**src/design/sreu_consts.svh**
```systemverilog
`ifndef SREU_CONSTS_SVH
`define SREU_CONSTS_SVH
// ****************************************************************
// Register map (byte addresses, one word each)
// ****************************************************************
`define SREU_ADR_CTRL     8'h00
`define SREU_ADR_TRIG     8'h04
`define SREU_ADR_STATUS   8'h08
`define SREU_ADR_CLEAR    8'h0C
`define SREU_ADR_ENABLE   8'h10
`define SREU_ADR_LAST     8'h14
`define SREU_ADR_RXCNT    8'h18
// ****************************************************************
// Fields and reset values
// ****************************************************************
`define SREU_CTRL_ENC_LSB  0
`define SREU_CTRL_ENC_MSB  4
`define SREU_CTRL_FLOW_LSB 8
`define SREU_CTRL_FLOW_MSB 9
`define SREU_ST_WORD       0
`define SREU_ST_COUNT      1
`define SREU_ST_HEXERR     2
`define SREU_ST_W          3
`define SREU_RST_TRIG      32'h0000_0000
`define SREU_RST_EN        3'h0
// ****************************************************************
// Byte codes
// ****************************************************************
`define SREU_CMD_MAX   8'h07
`define SREU_TEXT_MIN  8'h20
`define SREU_CTRL_MAX  8'h1F
`define SREU_HIGH_MIN  8'h80
`define SREU_ESC_CHAR  8'h5C
`define SREU_XON       8'h11
`define SREU_XOFF      8'h13
`endif

```
**src/design/sreu_pkg.sv**
```systemverilog
package sreu_pkg;
  // Encode settings in register code order, starting at zero
  typedef enum logic [4:0] {
    ENC_ASCII_ESC, ENC_ASCII_TEXT, ENC_ASCII_RAW, ENC_UNI_HEX,
    ENC_UNI_TEXT, ENC_UNI_RAW, ENC_UTF8_TEXT, ENC_UTF8_RAW_A,
    ENC_UTF8_RAW_B, ENC_BYTE_BE, ENC_BYTE_LE, ENC_HALF_BE,
    ENC_HALF_LE, ENC_WORD_BE, ENC_WORD_LE, ENC_HEX_HALF_BE,
    ENC_HEX_HALF_LE, ENC_HEX_WORD_BE, ENC_HEX_WORD_LE
  } sreu_enc_t;
  typedef enum logic [1:0] {FLOW_NONE, FLOW_HW, FLOW_SW} sreu_flow_t;
  typedef enum logic [2:0] {
    KIND_NONE, KIND_CMD, KIND_CHAR, KIND_RAW, KIND_ESC, KIND_WORD
  } sreu_kind_t;
  typedef struct packed {
    sreu_kind_t  kind;
    logic [2:0]  len;
    logic [31:0] data;
  } sreu_out_t;
  typedef struct packed {
    logic        cyc;
    logic        stb;
    logic        we;
    logic [3:0]  sel;
    logic [7:0]  adr;
    logic [31:0] dat;
  } sreu_wb_req_t;
  typedef struct packed {
    logic        ack;
    logic [31:0] dat;
  } sreu_wb_rsp_t;
endpackage

```
**src/design/sreu_top.sv**
```systemverilog
// Decided for this implementation: the register addresses and the Wishbone interface to the registers.
`timescale 1ns/10ps
`include "sreu_consts.svh"
module sreu_top #(
  parameter int CNT_W = 24
) (
  input  wire logic                  clk_i,       // 20 MHz clock
  input  wire logic                  rst_i,       // Sync reset, high
  input  wire sreu_pkg::sreu_wb_req_t wb_i,       // Wishbone request
  output sreu_pkg::sreu_wb_rsp_t     wb_o,        // Wishbone answer
  input  wire logic                  rx_valid_i,  // Received byte strobe
  input  wire logic [7:0]            rx_byte_i,   // Received byte
  input  wire logic                  hold_i,      // Receiver wants pause
  input  wire logic                  cts_i,       // Host clear to send
  output logic                       out_valid_o, // Decoded item strobe
  output sreu_pkg::sreu_out_t        out_o,       // Decoded item
  output logic                       rts_o,       // Request to send
  output logic                       tx_ok_o,     // Transmit permitted
  output logic                       tx_req_o,    // Send a flow char
  output logic [7:0]                 tx_char_o,   // Flow char to send
  output logic                       irq_o        // Level interrupt
);
  import sreu_pkg::*;

  if (CNT_W < 1 || CNT_W > 32) begin : g_chk
    $error("sreu_top: CNT_W must be 1 to 32");
  end

  // ****************************************************************
  // Helpers
  // ****************************************************************
  function automatic logic [4:0] hex_val(input logic [7:0] c);
    logic [4:0] r;
    r = 5'h00;
    if (c >= 8'h30 && c <= 8'h39) begin
      r = {1'b1, c[3:0]};
    end else if ((c >= 8'h41 && c <= 8'h46) ||
                 (c >= 8'h61 && c <= 8'h66)) begin
      r = {1'b1, c[3:0] + 4'h9};
    end
    return r;
  endfunction

  function automatic logic [7:0] hex_chr(input logic [3:0] n);
    logic [7:0] r;
    r = (n < 4'hA) ? (8'h30 + {4'h0, n}) : (8'h37 + {4'h0, n});
    return r;
  endfunction

  function automatic logic [31:0] lanes(input logic [31:0] o,
                                        input logic [31:0] n,
                                        input logic [3:0]  s);
    logic [31:0] r;
    r = o;
    for (int i = 0; i < 4; i++) begin
      if (s[i]) begin
        r[i*8 +: 8] = n[i*8 +: 8];
      end
    end
    return r;
  endfunction

  // ****************************************************************
  // State
  // ****************************************************************
  sreu_enc_t              enc_q;
  sreu_flow_t             flow_q;
  logic [CNT_W-1:0]       trig_q;
  logic [CNT_W-1:0]       rxcnt_q;
  logic [`SREU_ST_W-1:0]  sts_q;
  logic [`SREU_ST_W-1:0]  en_q;
  logic [31:0]            last_q;
  logic [31:0]            acc_q;
  logic [2:0]             bcnt_q;
  logic                   pair_ph_q;
  logic [3:0]             pair_hi_q;
  logic                   ack_q;
  logic [31:0]            rdat_q;
  logic                   hold_q;
  logic                   host_xoff_q;

  // ****************************************************************
  // Wishbone decode
  // ****************************************************************
  wire        bus_req  = wb_i.cyc & wb_i.stb & ~ack_q;
  wire        bus_wr   = bus_req & wb_i.we;
  wire [7:0]  adr_w    = {wb_i.adr[7:2], 2'b00};
  wire        hit_ctrl = adr_w == `SREU_ADR_CTRL;
  wire        hit_trig = adr_w == `SREU_ADR_TRIG;
  wire        hit_sts  = adr_w == `SREU_ADR_STATUS;
  wire        hit_en   = adr_w == `SREU_ADR_ENABLE;
  wire        hit_last = adr_w == `SREU_ADR_LAST;
  wire        hit_rxc  = adr_w == `SREU_ADR_RXCNT;
  wire        hit_clr  = adr_w == `SREU_ADR_CLEAR;
  wire        wr_enc   = bus_wr & hit_ctrl & wb_i.sel[0];
  wire        wr_flow  = bus_wr & hit_ctrl & wb_i.sel[1];
  wire        wr_trig  = bus_wr & hit_trig;
  wire        wr_en    = bus_wr & hit_en & wb_i.sel[0];
  wire [`SREU_ST_W-1:0] clr_w =
    (bus_wr & hit_clr & wb_i.sel[0]) ? wb_i.dat[`SREU_ST_W-1:0]
                                     : {`SREU_ST_W{1'b0}};
  wire sreu_enc_t new_enc =
    sreu_enc_t'(wb_i.dat[`SREU_CTRL_ENC_MSB:`SREU_CTRL_ENC_LSB]);
  wire        enc_chg  = wr_enc & (new_enc != enc_q);
  wire [31:0] trig_w   = lanes(32'(trig_q),
                               wb_i.dat, wb_i.sel);

  wire [31:0] ctrl_rd = {22'h0, flow_q, 3'h0, enc_q};
  wire [31:0] rd_w =
    hit_ctrl ? ctrl_rd :
    hit_trig ? 32'(trig_q) :
    hit_sts  ? {{(32-`SREU_ST_W){1'b0}}, sts_q} :
    hit_en   ? {{(32-`SREU_ST_W){1'b0}}, en_q} :
    hit_last ? last_q :
    hit_rxc  ? 32'(rxcnt_q) : 32'h0000_0000;

  // ****************************************************************
  // Mode decode
  // ****************************************************************
  wire m_text  = enc_q == ENC_ASCII_TEXT || enc_q == ENC_UNI_TEXT ||
                 enc_q == ENC_UTF8_TEXT;
  wire m_raw   = enc_q == ENC_ASCII_RAW || enc_q == ENC_UNI_RAW ||
                 enc_q == ENC_UTF8_RAW_A || enc_q == ENC_UTF8_RAW_B ||
                 enc_q == ENC_BYTE_BE || enc_q == ENC_BYTE_LE;
  wire m_hex   = enc_q == ENC_UNI_HEX || enc_q == ENC_HEX_HALF_BE ||
                 enc_q == ENC_HEX_HALF_LE || enc_q == ENC_HEX_WORD_BE ||
                 enc_q == ENC_HEX_WORD_LE;
  wire m_bin   = enc_q == ENC_HALF_BE || enc_q == ENC_HALF_LE ||
                 enc_q == ENC_WORD_BE || enc_q == ENC_WORD_LE;
  wire m_four  = enc_q == ENC_WORD_BE || enc_q == ENC_WORD_LE ||
                 enc_q == ENC_HEX_WORD_BE || enc_q == ENC_HEX_WORD_LE;
  wire m_le    = enc_q == ENC_HALF_LE || enc_q == ENC_WORD_LE ||
                 enc_q == ENC_HEX_HALF_LE || enc_q == ENC_HEX_WORD_LE;
  wire m_esc   = ~(m_text | m_raw | m_hex | m_bin);

  // In software flow the host's own XON/XOFF bytes are consumed here
  wire flow_chr = flow_q == FLOW_SW &&
                  (rx_byte_i == `SREU_XON || rx_byte_i == `SREU_XOFF);
  wire rx_take  = rx_valid_i & ~flow_chr;

  // ****************************************************************
  // Hex pairing and word assembly
  // ****************************************************************
  wire [4:0] hv      = hex_val(rx_byte_i);
  wire       hex_bad = rx_take & m_hex & ~hv[4];
  wire       byte_rdy = (rx_take & m_bin) |
                        (rx_take & m_hex & hv[4] & pair_ph_q);
  wire [7:0] asm_b   = m_hex ? {pair_hi_q, hv[3:0]} : rx_byte_i;
  wire [2:0] need    = m_four ? 3'd4 : 3'd2;
  wire [31:0] acc_nx = m_le ? {asm_b, acc_q[31:8]}
                            : {acc_q[23:0], asm_b};
  wire       word_done = byte_rdy && (bcnt_q + 3'd1 == need);
  wire [31:0] word_w =
    m_four ? acc_nx :
    m_le   ? {16'h0000, acc_nx[31:16]} : {16'h0000, acc_nx[15:0]};

  // ****************************************************************
  // Byte count trigger
  // ****************************************************************
  wire [CNT_W-1:0] rxcnt_nx = rxcnt_q + CNT_W'(1);
  wire cnt_hit = rx_take && trig_q != '0 && rxcnt_nx == trig_q;

  // ****************************************************************
  // Per-byte classification
  // ****************************************************************
  sreu_out_t out_d;
  logic      out_vd;
  always_comb begin
    out_d  = '{kind: KIND_NONE, len: 3'd0, data: 32'h0000_0000};
    out_vd = 1'b0;
    if (m_bin | m_hex) begin
      out_vd = word_done & ~enc_chg;
      out_d  = '{kind: KIND_WORD, len: need, data: word_w};
    end else if (rx_take) begin
      out_vd = 1'b1;
      out_d  = '{kind: KIND_RAW, len: 3'd1,
                 data: {24'h00_0000, rx_byte_i}};
      if (m_text && rx_byte_i <= `SREU_CMD_MAX) begin
        out_d.kind = KIND_CMD;
      end else if (m_text && rx_byte_i >= `SREU_TEXT_MIN) begin
        out_d.kind = KIND_CHAR;
      end else if (m_esc && (rx_byte_i <= `SREU_CTRL_MAX ||
                             rx_byte_i >= `SREU_HIGH_MIN)) begin
        out_d = '{kind: KIND_ESC, len: 3'd3,
                  data: {8'h00, `SREU_ESC_CHAR, hex_chr(rx_byte_i[7:4]),
                         hex_chr(rx_byte_i[3:0])}};
      end else if (m_esc) begin
        out_d.kind = KIND_CHAR;
      end
      // Raw settings keep KIND_RAW
    end
  end

  // ****************************************************************
  // Registers
  // ****************************************************************
  always_ff @(posedge clk_i) begin
    if (rst_i) begin
      enc_q  <= ENC_ASCII_ESC;
      flow_q <= FLOW_NONE;
      trig_q <= CNT_W'(`SREU_RST_TRIG);
      en_q   <= `SREU_RST_EN;
    end else begin
      if (wr_enc) begin
        enc_q <= new_enc;
      end
      if (wr_flow) begin
        flow_q <= sreu_flow_t'(wb_i.dat[`SREU_CTRL_FLOW_MSB:
                                        `SREU_CTRL_FLOW_LSB]);
      end
      if (wr_trig) begin
        trig_q <= trig_w[CNT_W-1:0];
      end
      if (wr_en) begin
        en_q <= wb_i.dat[`SREU_ST_W-1:0];
      end
    end
  end

  // Events win over a clear in the same cycle
  wire [`SREU_ST_W-1:0] ev_w = {hex_bad, cnt_hit, word_done & ~enc_chg};
  always_ff @(posedge clk_i) begin
    if (rst_i) begin
      sts_q <= '0;
      irq_o <= 1'b0;
    end else begin
      sts_q <= (sts_q & ~clr_w) | ev_w;
      irq_o <= |(sts_q & en_q);
    end
  end

  always_ff @(posedge clk_i) begin
    if (rst_i || enc_chg || hex_bad) begin
      acc_q     <= 32'h0000_0000;
      bcnt_q    <= 3'd0;
      pair_ph_q <= 1'b0;
      pair_hi_q <= 4'h0;
    end else begin
      if (rx_take && m_hex) begin
        pair_ph_q <= ~pair_ph_q;
        pair_hi_q <= hv[3:0];
      end
      if (byte_rdy) begin
        acc_q  <= word_done ? 32'h0000_0000 : acc_nx;
        bcnt_q <= word_done ? 3'd0 : bcnt_q + 3'd1;
      end
    end
  end

  always_ff @(posedge clk_i) begin
    if (rst_i || wr_trig || enc_chg) begin
      rxcnt_q <= '0;
    end else if (rx_take) begin
      rxcnt_q <= cnt_hit ? '0 : rxcnt_nx;
    end
  end

  always_ff @(posedge clk_i) begin
    if (rst_i) begin
      out_valid_o <= 1'b0;
      out_o       <= '{kind: KIND_NONE, len: 3'd0, data: 32'h0000_0000};
      last_q      <= 32'h0000_0000;
    end else begin
      out_valid_o <= out_vd;
      if (out_vd) begin
        out_o  <= out_d;
        last_q <= out_d.data;
      end
    end
  end

  always_ff @(posedge clk_i) begin
    if (rst_i) begin
      ack_q  <= 1'b0;
      rdat_q <= 32'h0000_0000;
    end else begin
      ack_q  <= bus_req;
      rdat_q <= bus_req ? rd_w : 32'h0000_0000;
    end
  end
  assign wb_o = '{ack: ack_q, dat: rdat_q};

  // ****************************************************************
  // Flow control
  // ****************************************************************
  wire hold_rise = hold_i & ~hold_q;
  wire hold_fall = ~hold_i & hold_q;
  always_ff @(posedge clk_i) begin
    if (rst_i) begin
      hold_q      <= 1'b0;
      host_xoff_q <= 1'b0;
      rts_o       <= 1'b1;
      tx_ok_o     <= 1'b1;
      tx_req_o    <= 1'b0;
      tx_char_o   <= 8'h00;
    end else begin
      hold_q  <= hold_i;
      rts_o   <= (flow_q == FLOW_HW) ? ~hold_i : 1'b1;
      tx_ok_o <= (flow_q == FLOW_HW) ? cts_i :
                 (flow_q == FLOW_SW) ? ~host_xoff_q : 1'b1;
      if (flow_q != FLOW_SW) begin
        host_xoff_q <= 1'b0;
      end else if (rx_valid_i && flow_chr) begin
        host_xoff_q <= rx_byte_i == `SREU_XOFF;
      end
      tx_req_o <= (flow_q == FLOW_SW) & (hold_rise | hold_fall);
      if ((flow_q == FLOW_SW) && (hold_rise || hold_fall)) begin
        tx_char_o <= hold_rise ? `SREU_XOFF : `SREU_XON;
      end
    end
  end
endmodule

```
**config.mk**
```make
export PLATFORM = sky130hd
export DESIGN_NAME = sreu_top
export DESIGN_NICKNAME = d
export VERILOG_FILES = /design/src/design/sreu_pkg.sv /design/src/design/sreu_top.sv
export VERILOG_INCLUDE_DIRS = /design/src /design/src/design
export SDC_FILE = /design/constraint.sdc
export NUM_CORES = 1
export LEC_CHECK = 0
export ABC_AREA = 1
export BUFFER_PORTS_ARGS = -buffer_cell sky130_fd_sc_hd__buf_2
export CORE_MARGIN = 1.5
export CORE_UTILIZATION = 29
export CTS_CLUSTER_SIZE = 10
export DETAILED_ROUTE_END_ITERATION = 8
export GPL_TIMING_DRIVEN = 0
export HOLD_SLACK_MARGIN = 0.06
export PLACE_DENSITY = 0.47
export REMOVE_ABC_BUFFERS = 1
export SLEW_MARGIN = 30
export SYNTH_ARGS = -nofsm -noshare
export SYNTH_HDL_FRONTEND = slang
export SYNTH_SLANG_ARGS = --single-unit
```
**constraint.sdc**
```tcl
create_clock -name clk_i -period 3.1 [get_ports clk_i]
set_input_delay 0.62 -clock clk_i [delete_from_list [all_inputs] [get_ports clk_i]]
set_output_delay 0.62 -clock clk_i [all_outputs]
set_load 0.005 [all_outputs]
```
==> impl_results.md <==
- Switching power: 0.00133 W
- Reg2reg start: flow_q[1]$_SDFFE_PP0P_
- Row count: 67
- Pwr dens: 439 nW/µm²
- Initial antenna violation count: 0
- PortBufs: 127
- Final Slew Violations: 0
- EDFF count, synth: 0
- Avg Inst Size Synth: around 6.6 µm²
- Post-Syn Area: 9770 µm²
- Peak supply drop: a little under 0.4 mV
- Total wire length: between 30 and 40 mm
- Vias per cell: 4.92
- Hold EP: trig_q[11]$_SDFFE_PP0P_
- GR Overflow Total: 0
- Largest family of logic cells by synthesized area: simple AND/OR/NAND/NOR gates
- Starting density of the core: 0.293
- Count of final hold-check violations: 0
- Maximum number of pins on one net before global-route repair: 59
- Clock Power Share: 0.451
- Met1 GRT Util: 0.268
- XOR/XNOR share of the synthesized area: 0.0140
- Area share of the largest cell type after synthesis: 0.371
- Syn Inst Count: approximately 1500
- Ports: 144
- Die width: approximately 190 µm
- Async S/R FF share, synth: 0
- Power share of the combinational group: 0.072
- Mux share of post-synthesis cell area: 0
- Most common cell after layout, fill and taps aside: nand2_1
- Post-Synth Adder-Cell Area: 0.0154
- Final instance area: 11400 µm²
- Hold-fix buffers, CTS: 0
- Critical Path Sink Type: flop
- Outcome: complete, no violations
- Die height: 187 µm
- Worst hold path type: in2reg
- Skew final: 0.0218 ns
- Seq cells post-synth: ~180
- Sequential share of power: 0.477
- H-Tree Depth: 4
- Area grow syn2layout: 16.8%
- RSZ-0062 raised after global routing: no
- Antenna Nets Post-Route: 0
- Inst Count DP: roughly 2000
- Reg2Reg Capture Point: last_q[27]$_SDFFE_PP0P_
- Root buffer cell: clkbuf_16
- GPL Wtd Cong: 0.878
- Biggest area consumer among synthesized cells: dfxtp_1
- GR peak layer: met2
- Worst EP required: about 3.5 ns
- Residual DRC count: 0
- Initial DRC count: 726
- Overall routing resource usage: 0.207
- Count of final setup violators: 0
- Register area share after synthesis: 0.371
- Clock Path Buffers: 2
- Reg2Reg Depth: 12
- Lkg Pwr: around 4.8 nW
- Vias in the first global route: ~9700
- # fillers: 3753
- CP Max Fanout: 32
- Critical path arrival: approximately 3.3 ns
- Yosys cell types: 52
- WL/cell: 18.0 µm
- Simple-gate share of the synthesized area: 0.307
- Internal: 0.00368 W
- Later-pin clock latency in the skew report: 0.46 ns
- Placed cell area: 10600 µm²
- YS warnings: 0
- Tcrit/Tclk final: 0.941
- Register-to-register path setup slack: 0.22 ns
- CTS tree: done
- Nets@finish: 1644
- Critical path startpoint category: input pin
- MaxCap Viol Count: 0
- Worst-path clk slew: 0.07 ns
- Total number of vias: ~10000
- 1st-pass router iterations: 5
- Max Clock Freq: 343 MHz
- Worst Max-Slew Pin Slew: about 0.9 ns
- Fin crit period: 2.92 ns
- Clock Sinks: 181
- Dominant cells by area after synthesis: dfxtp_1 (37%), nand2_1 (16%), a21oi_1 (7.5%)
- DPL Wire Length: 26.2 mm
- Core Box Area: 33400 µm²
- First-pass GRT wire length: 55.9 mm
- # diodes: 0
- Layout cells sized above 1: 0.146
- Critical path class: in2reg
- Most frequent cells in the layout: nand2_1 (420), dfxtp_1 (178), inv_1 (164)
- Total CTS buffers: 17
- Main synth FF type: dfxtp_1
- GR met3 Demand/Resource: 0.0318
- Slew HR: 0.381
- Final Non-Filler Cells: ~2000
- Hold Path Stages: 3
- Full die area: 34800 µm²
- Area fraction in compound gates after synthesis: 0.184
- HP Start: wb_i[11]
- Switching Share: 0.265
- Routing usage on met2: 0.348
[registers in the layout, indices dropped and copies added, names as in the netlist, 2 cells and up]
name / count
rdat_q: 32
acc_q: 32
out_o: 6
flow_q: 2
last_q: 32
en_q: 3
rxcnt_q: 24
trig_q: 24
tx_char_o: 2
bcnt_q: 3
pair_hi_q: 4
enc_q: 5
sts_q: 3
[critical path, cell delays in order]
cell       delay [ns]
buf_2            0.15
inv_1            0.20
ha_1             0.18
inv_1            0.04
nor2_2           0.21
o2111ai_4        0.29
nand2_8          0.30
inv_8            0.14
nand2_1          0.10
nand2_2          0.11
nand2_4          0.21
nand2_8          0.21
inv_6            0.24
nand2_1          0.08
a21oi_1          0.14
[synthesized netlist by cell type, types with 2 or more instances]
cell type	count
nor4_1	4
ha_1	12
o211ai_1	5
o21ai_0	111
nor3_4	2
dfxtp_1	181
clkbuf_1	27
or2_2	5
o21bai_1	4
a21oi_2	2
a41oi_1	2
a22oi_1	2
nand2_4	6
xnor2_1	3
a211oi_1	4
buf_1	2
nor2_1	113
a221oi_1	7
nor3_1	6
inv_1	166
nand2_1	422
clkinv_1	4
buf_6	10
nand3_1	97
inv_2	11
o21ai_1	12
nor2_4	4
o221ai_1	13
nor2_2	15
buf_4	12
nand4_1	13
o22ai_1	5
buf_2	12
nor3b_1	2
a21oi_1	147
xor2_1	10
a31oi_1	7
nand2_2	4
[through the flow]
stage / util / TNS (ns) / setup WS [ns] / hold slack (ns) / power (W)
after floorplan: - / 0 / 0.274 / 0.412 / 0.00260
after global placement: 0.318 / -125.77 / -2.29 / 0.434 / 0.00278
after detailed placement: 0.319 / -73.64 / -0.982 / 0.439 / 0.00279
after CTS: 0.337 / 0 / 0.0105 / 0.397 / 0.00505
after global routing: 0.342 / 0 / 0.00116 / 0.453 / 0.00519
final: 0.342 / 0 / 0.184 / 0.415 / 0.00500
[how the worst max path moves through the flow]
stage	endpoint	from	slack, ns	depth (start not counted)
6_report	last_q[27]$_SDFFE_PP0P_	rx_byte_i[5]	0.18	15
3_5_place_dp	last_q[11]$_SDFFE_PP0P_	rx_byte_i[1]	-0.98	11
3_3_place_gp	rdat_q[27]$_SDFF_PP0_	rst_i	-2.29	6
2_1_floorplan	last_q[15]$_SDFFE_PP0P_	enc_q[4]$_SDFFE_PP0P_	0.27	10
4_1_cts	last_q[12]$_SDFFE_PP0P_	enc_q[1]$_SDFFE_PP0P_	0.01	12
5_1_grt	last_q[28]$_SDFFE_PP0P_	rx_byte_i[5]	0.001	15
[power by group through the flow]
stage	clock (W)	combinational, W	sequential, W
6_report	0.00226	0.000362	0.00238
5_1_grt	0.00240	0.000400	0.00239
4_1_cts	0.00231	0.000353	0.00238
3_5_place_dp	0	0.000347	0.00244
3_3_place_gp	0	0.000347	0.00244
2_1_floorplan	0	0.000176	0.00242
[area by class of cell]
type	instances	area [µm²]	area share
multi-input cells	1059	5210	0.457
flip-flops and latches	181	3630	0.318
inverters	182	717	0.0628
repair buffers	131	707	0.0620
well taps	448	561	0.0491
clock buffers	19	443	0.0388
clock inverters	12	143	0.0125
[kinds of logic (layout without fill, tap and decap cells)]
| group | after synthesis | after routing |
|---|---|---|
| AND/OR/NAND/NOR | 699 | 702 |
| AO/OA/AOI/OAI | 326 | 326 |
| buffers and inverters | 245 | 344 |
| flip-flops | 181 | 181 |
| XOR/XNOR | 14 | 14 |
| adder cells (fa/ha/maj) | 12 | 12 |
| other | 1 | 5 |
[layer usage]
layer	up-vias	wire length, µm
met5	-	0
met4	0	1020
met3	56	1800
met2	253	17500
met1	4698	16300
li1	4998	-
[what timing repair did]
item                                    4_1_cts  5_1_grt
pin swaps                                     0        5
endpoints found under the setup margin       96       95
resized for setup                             9       21
gates cloned                                  0        3
setup buffers                                 0        3
Note: power is estimated with default switching activity, not from simulation.
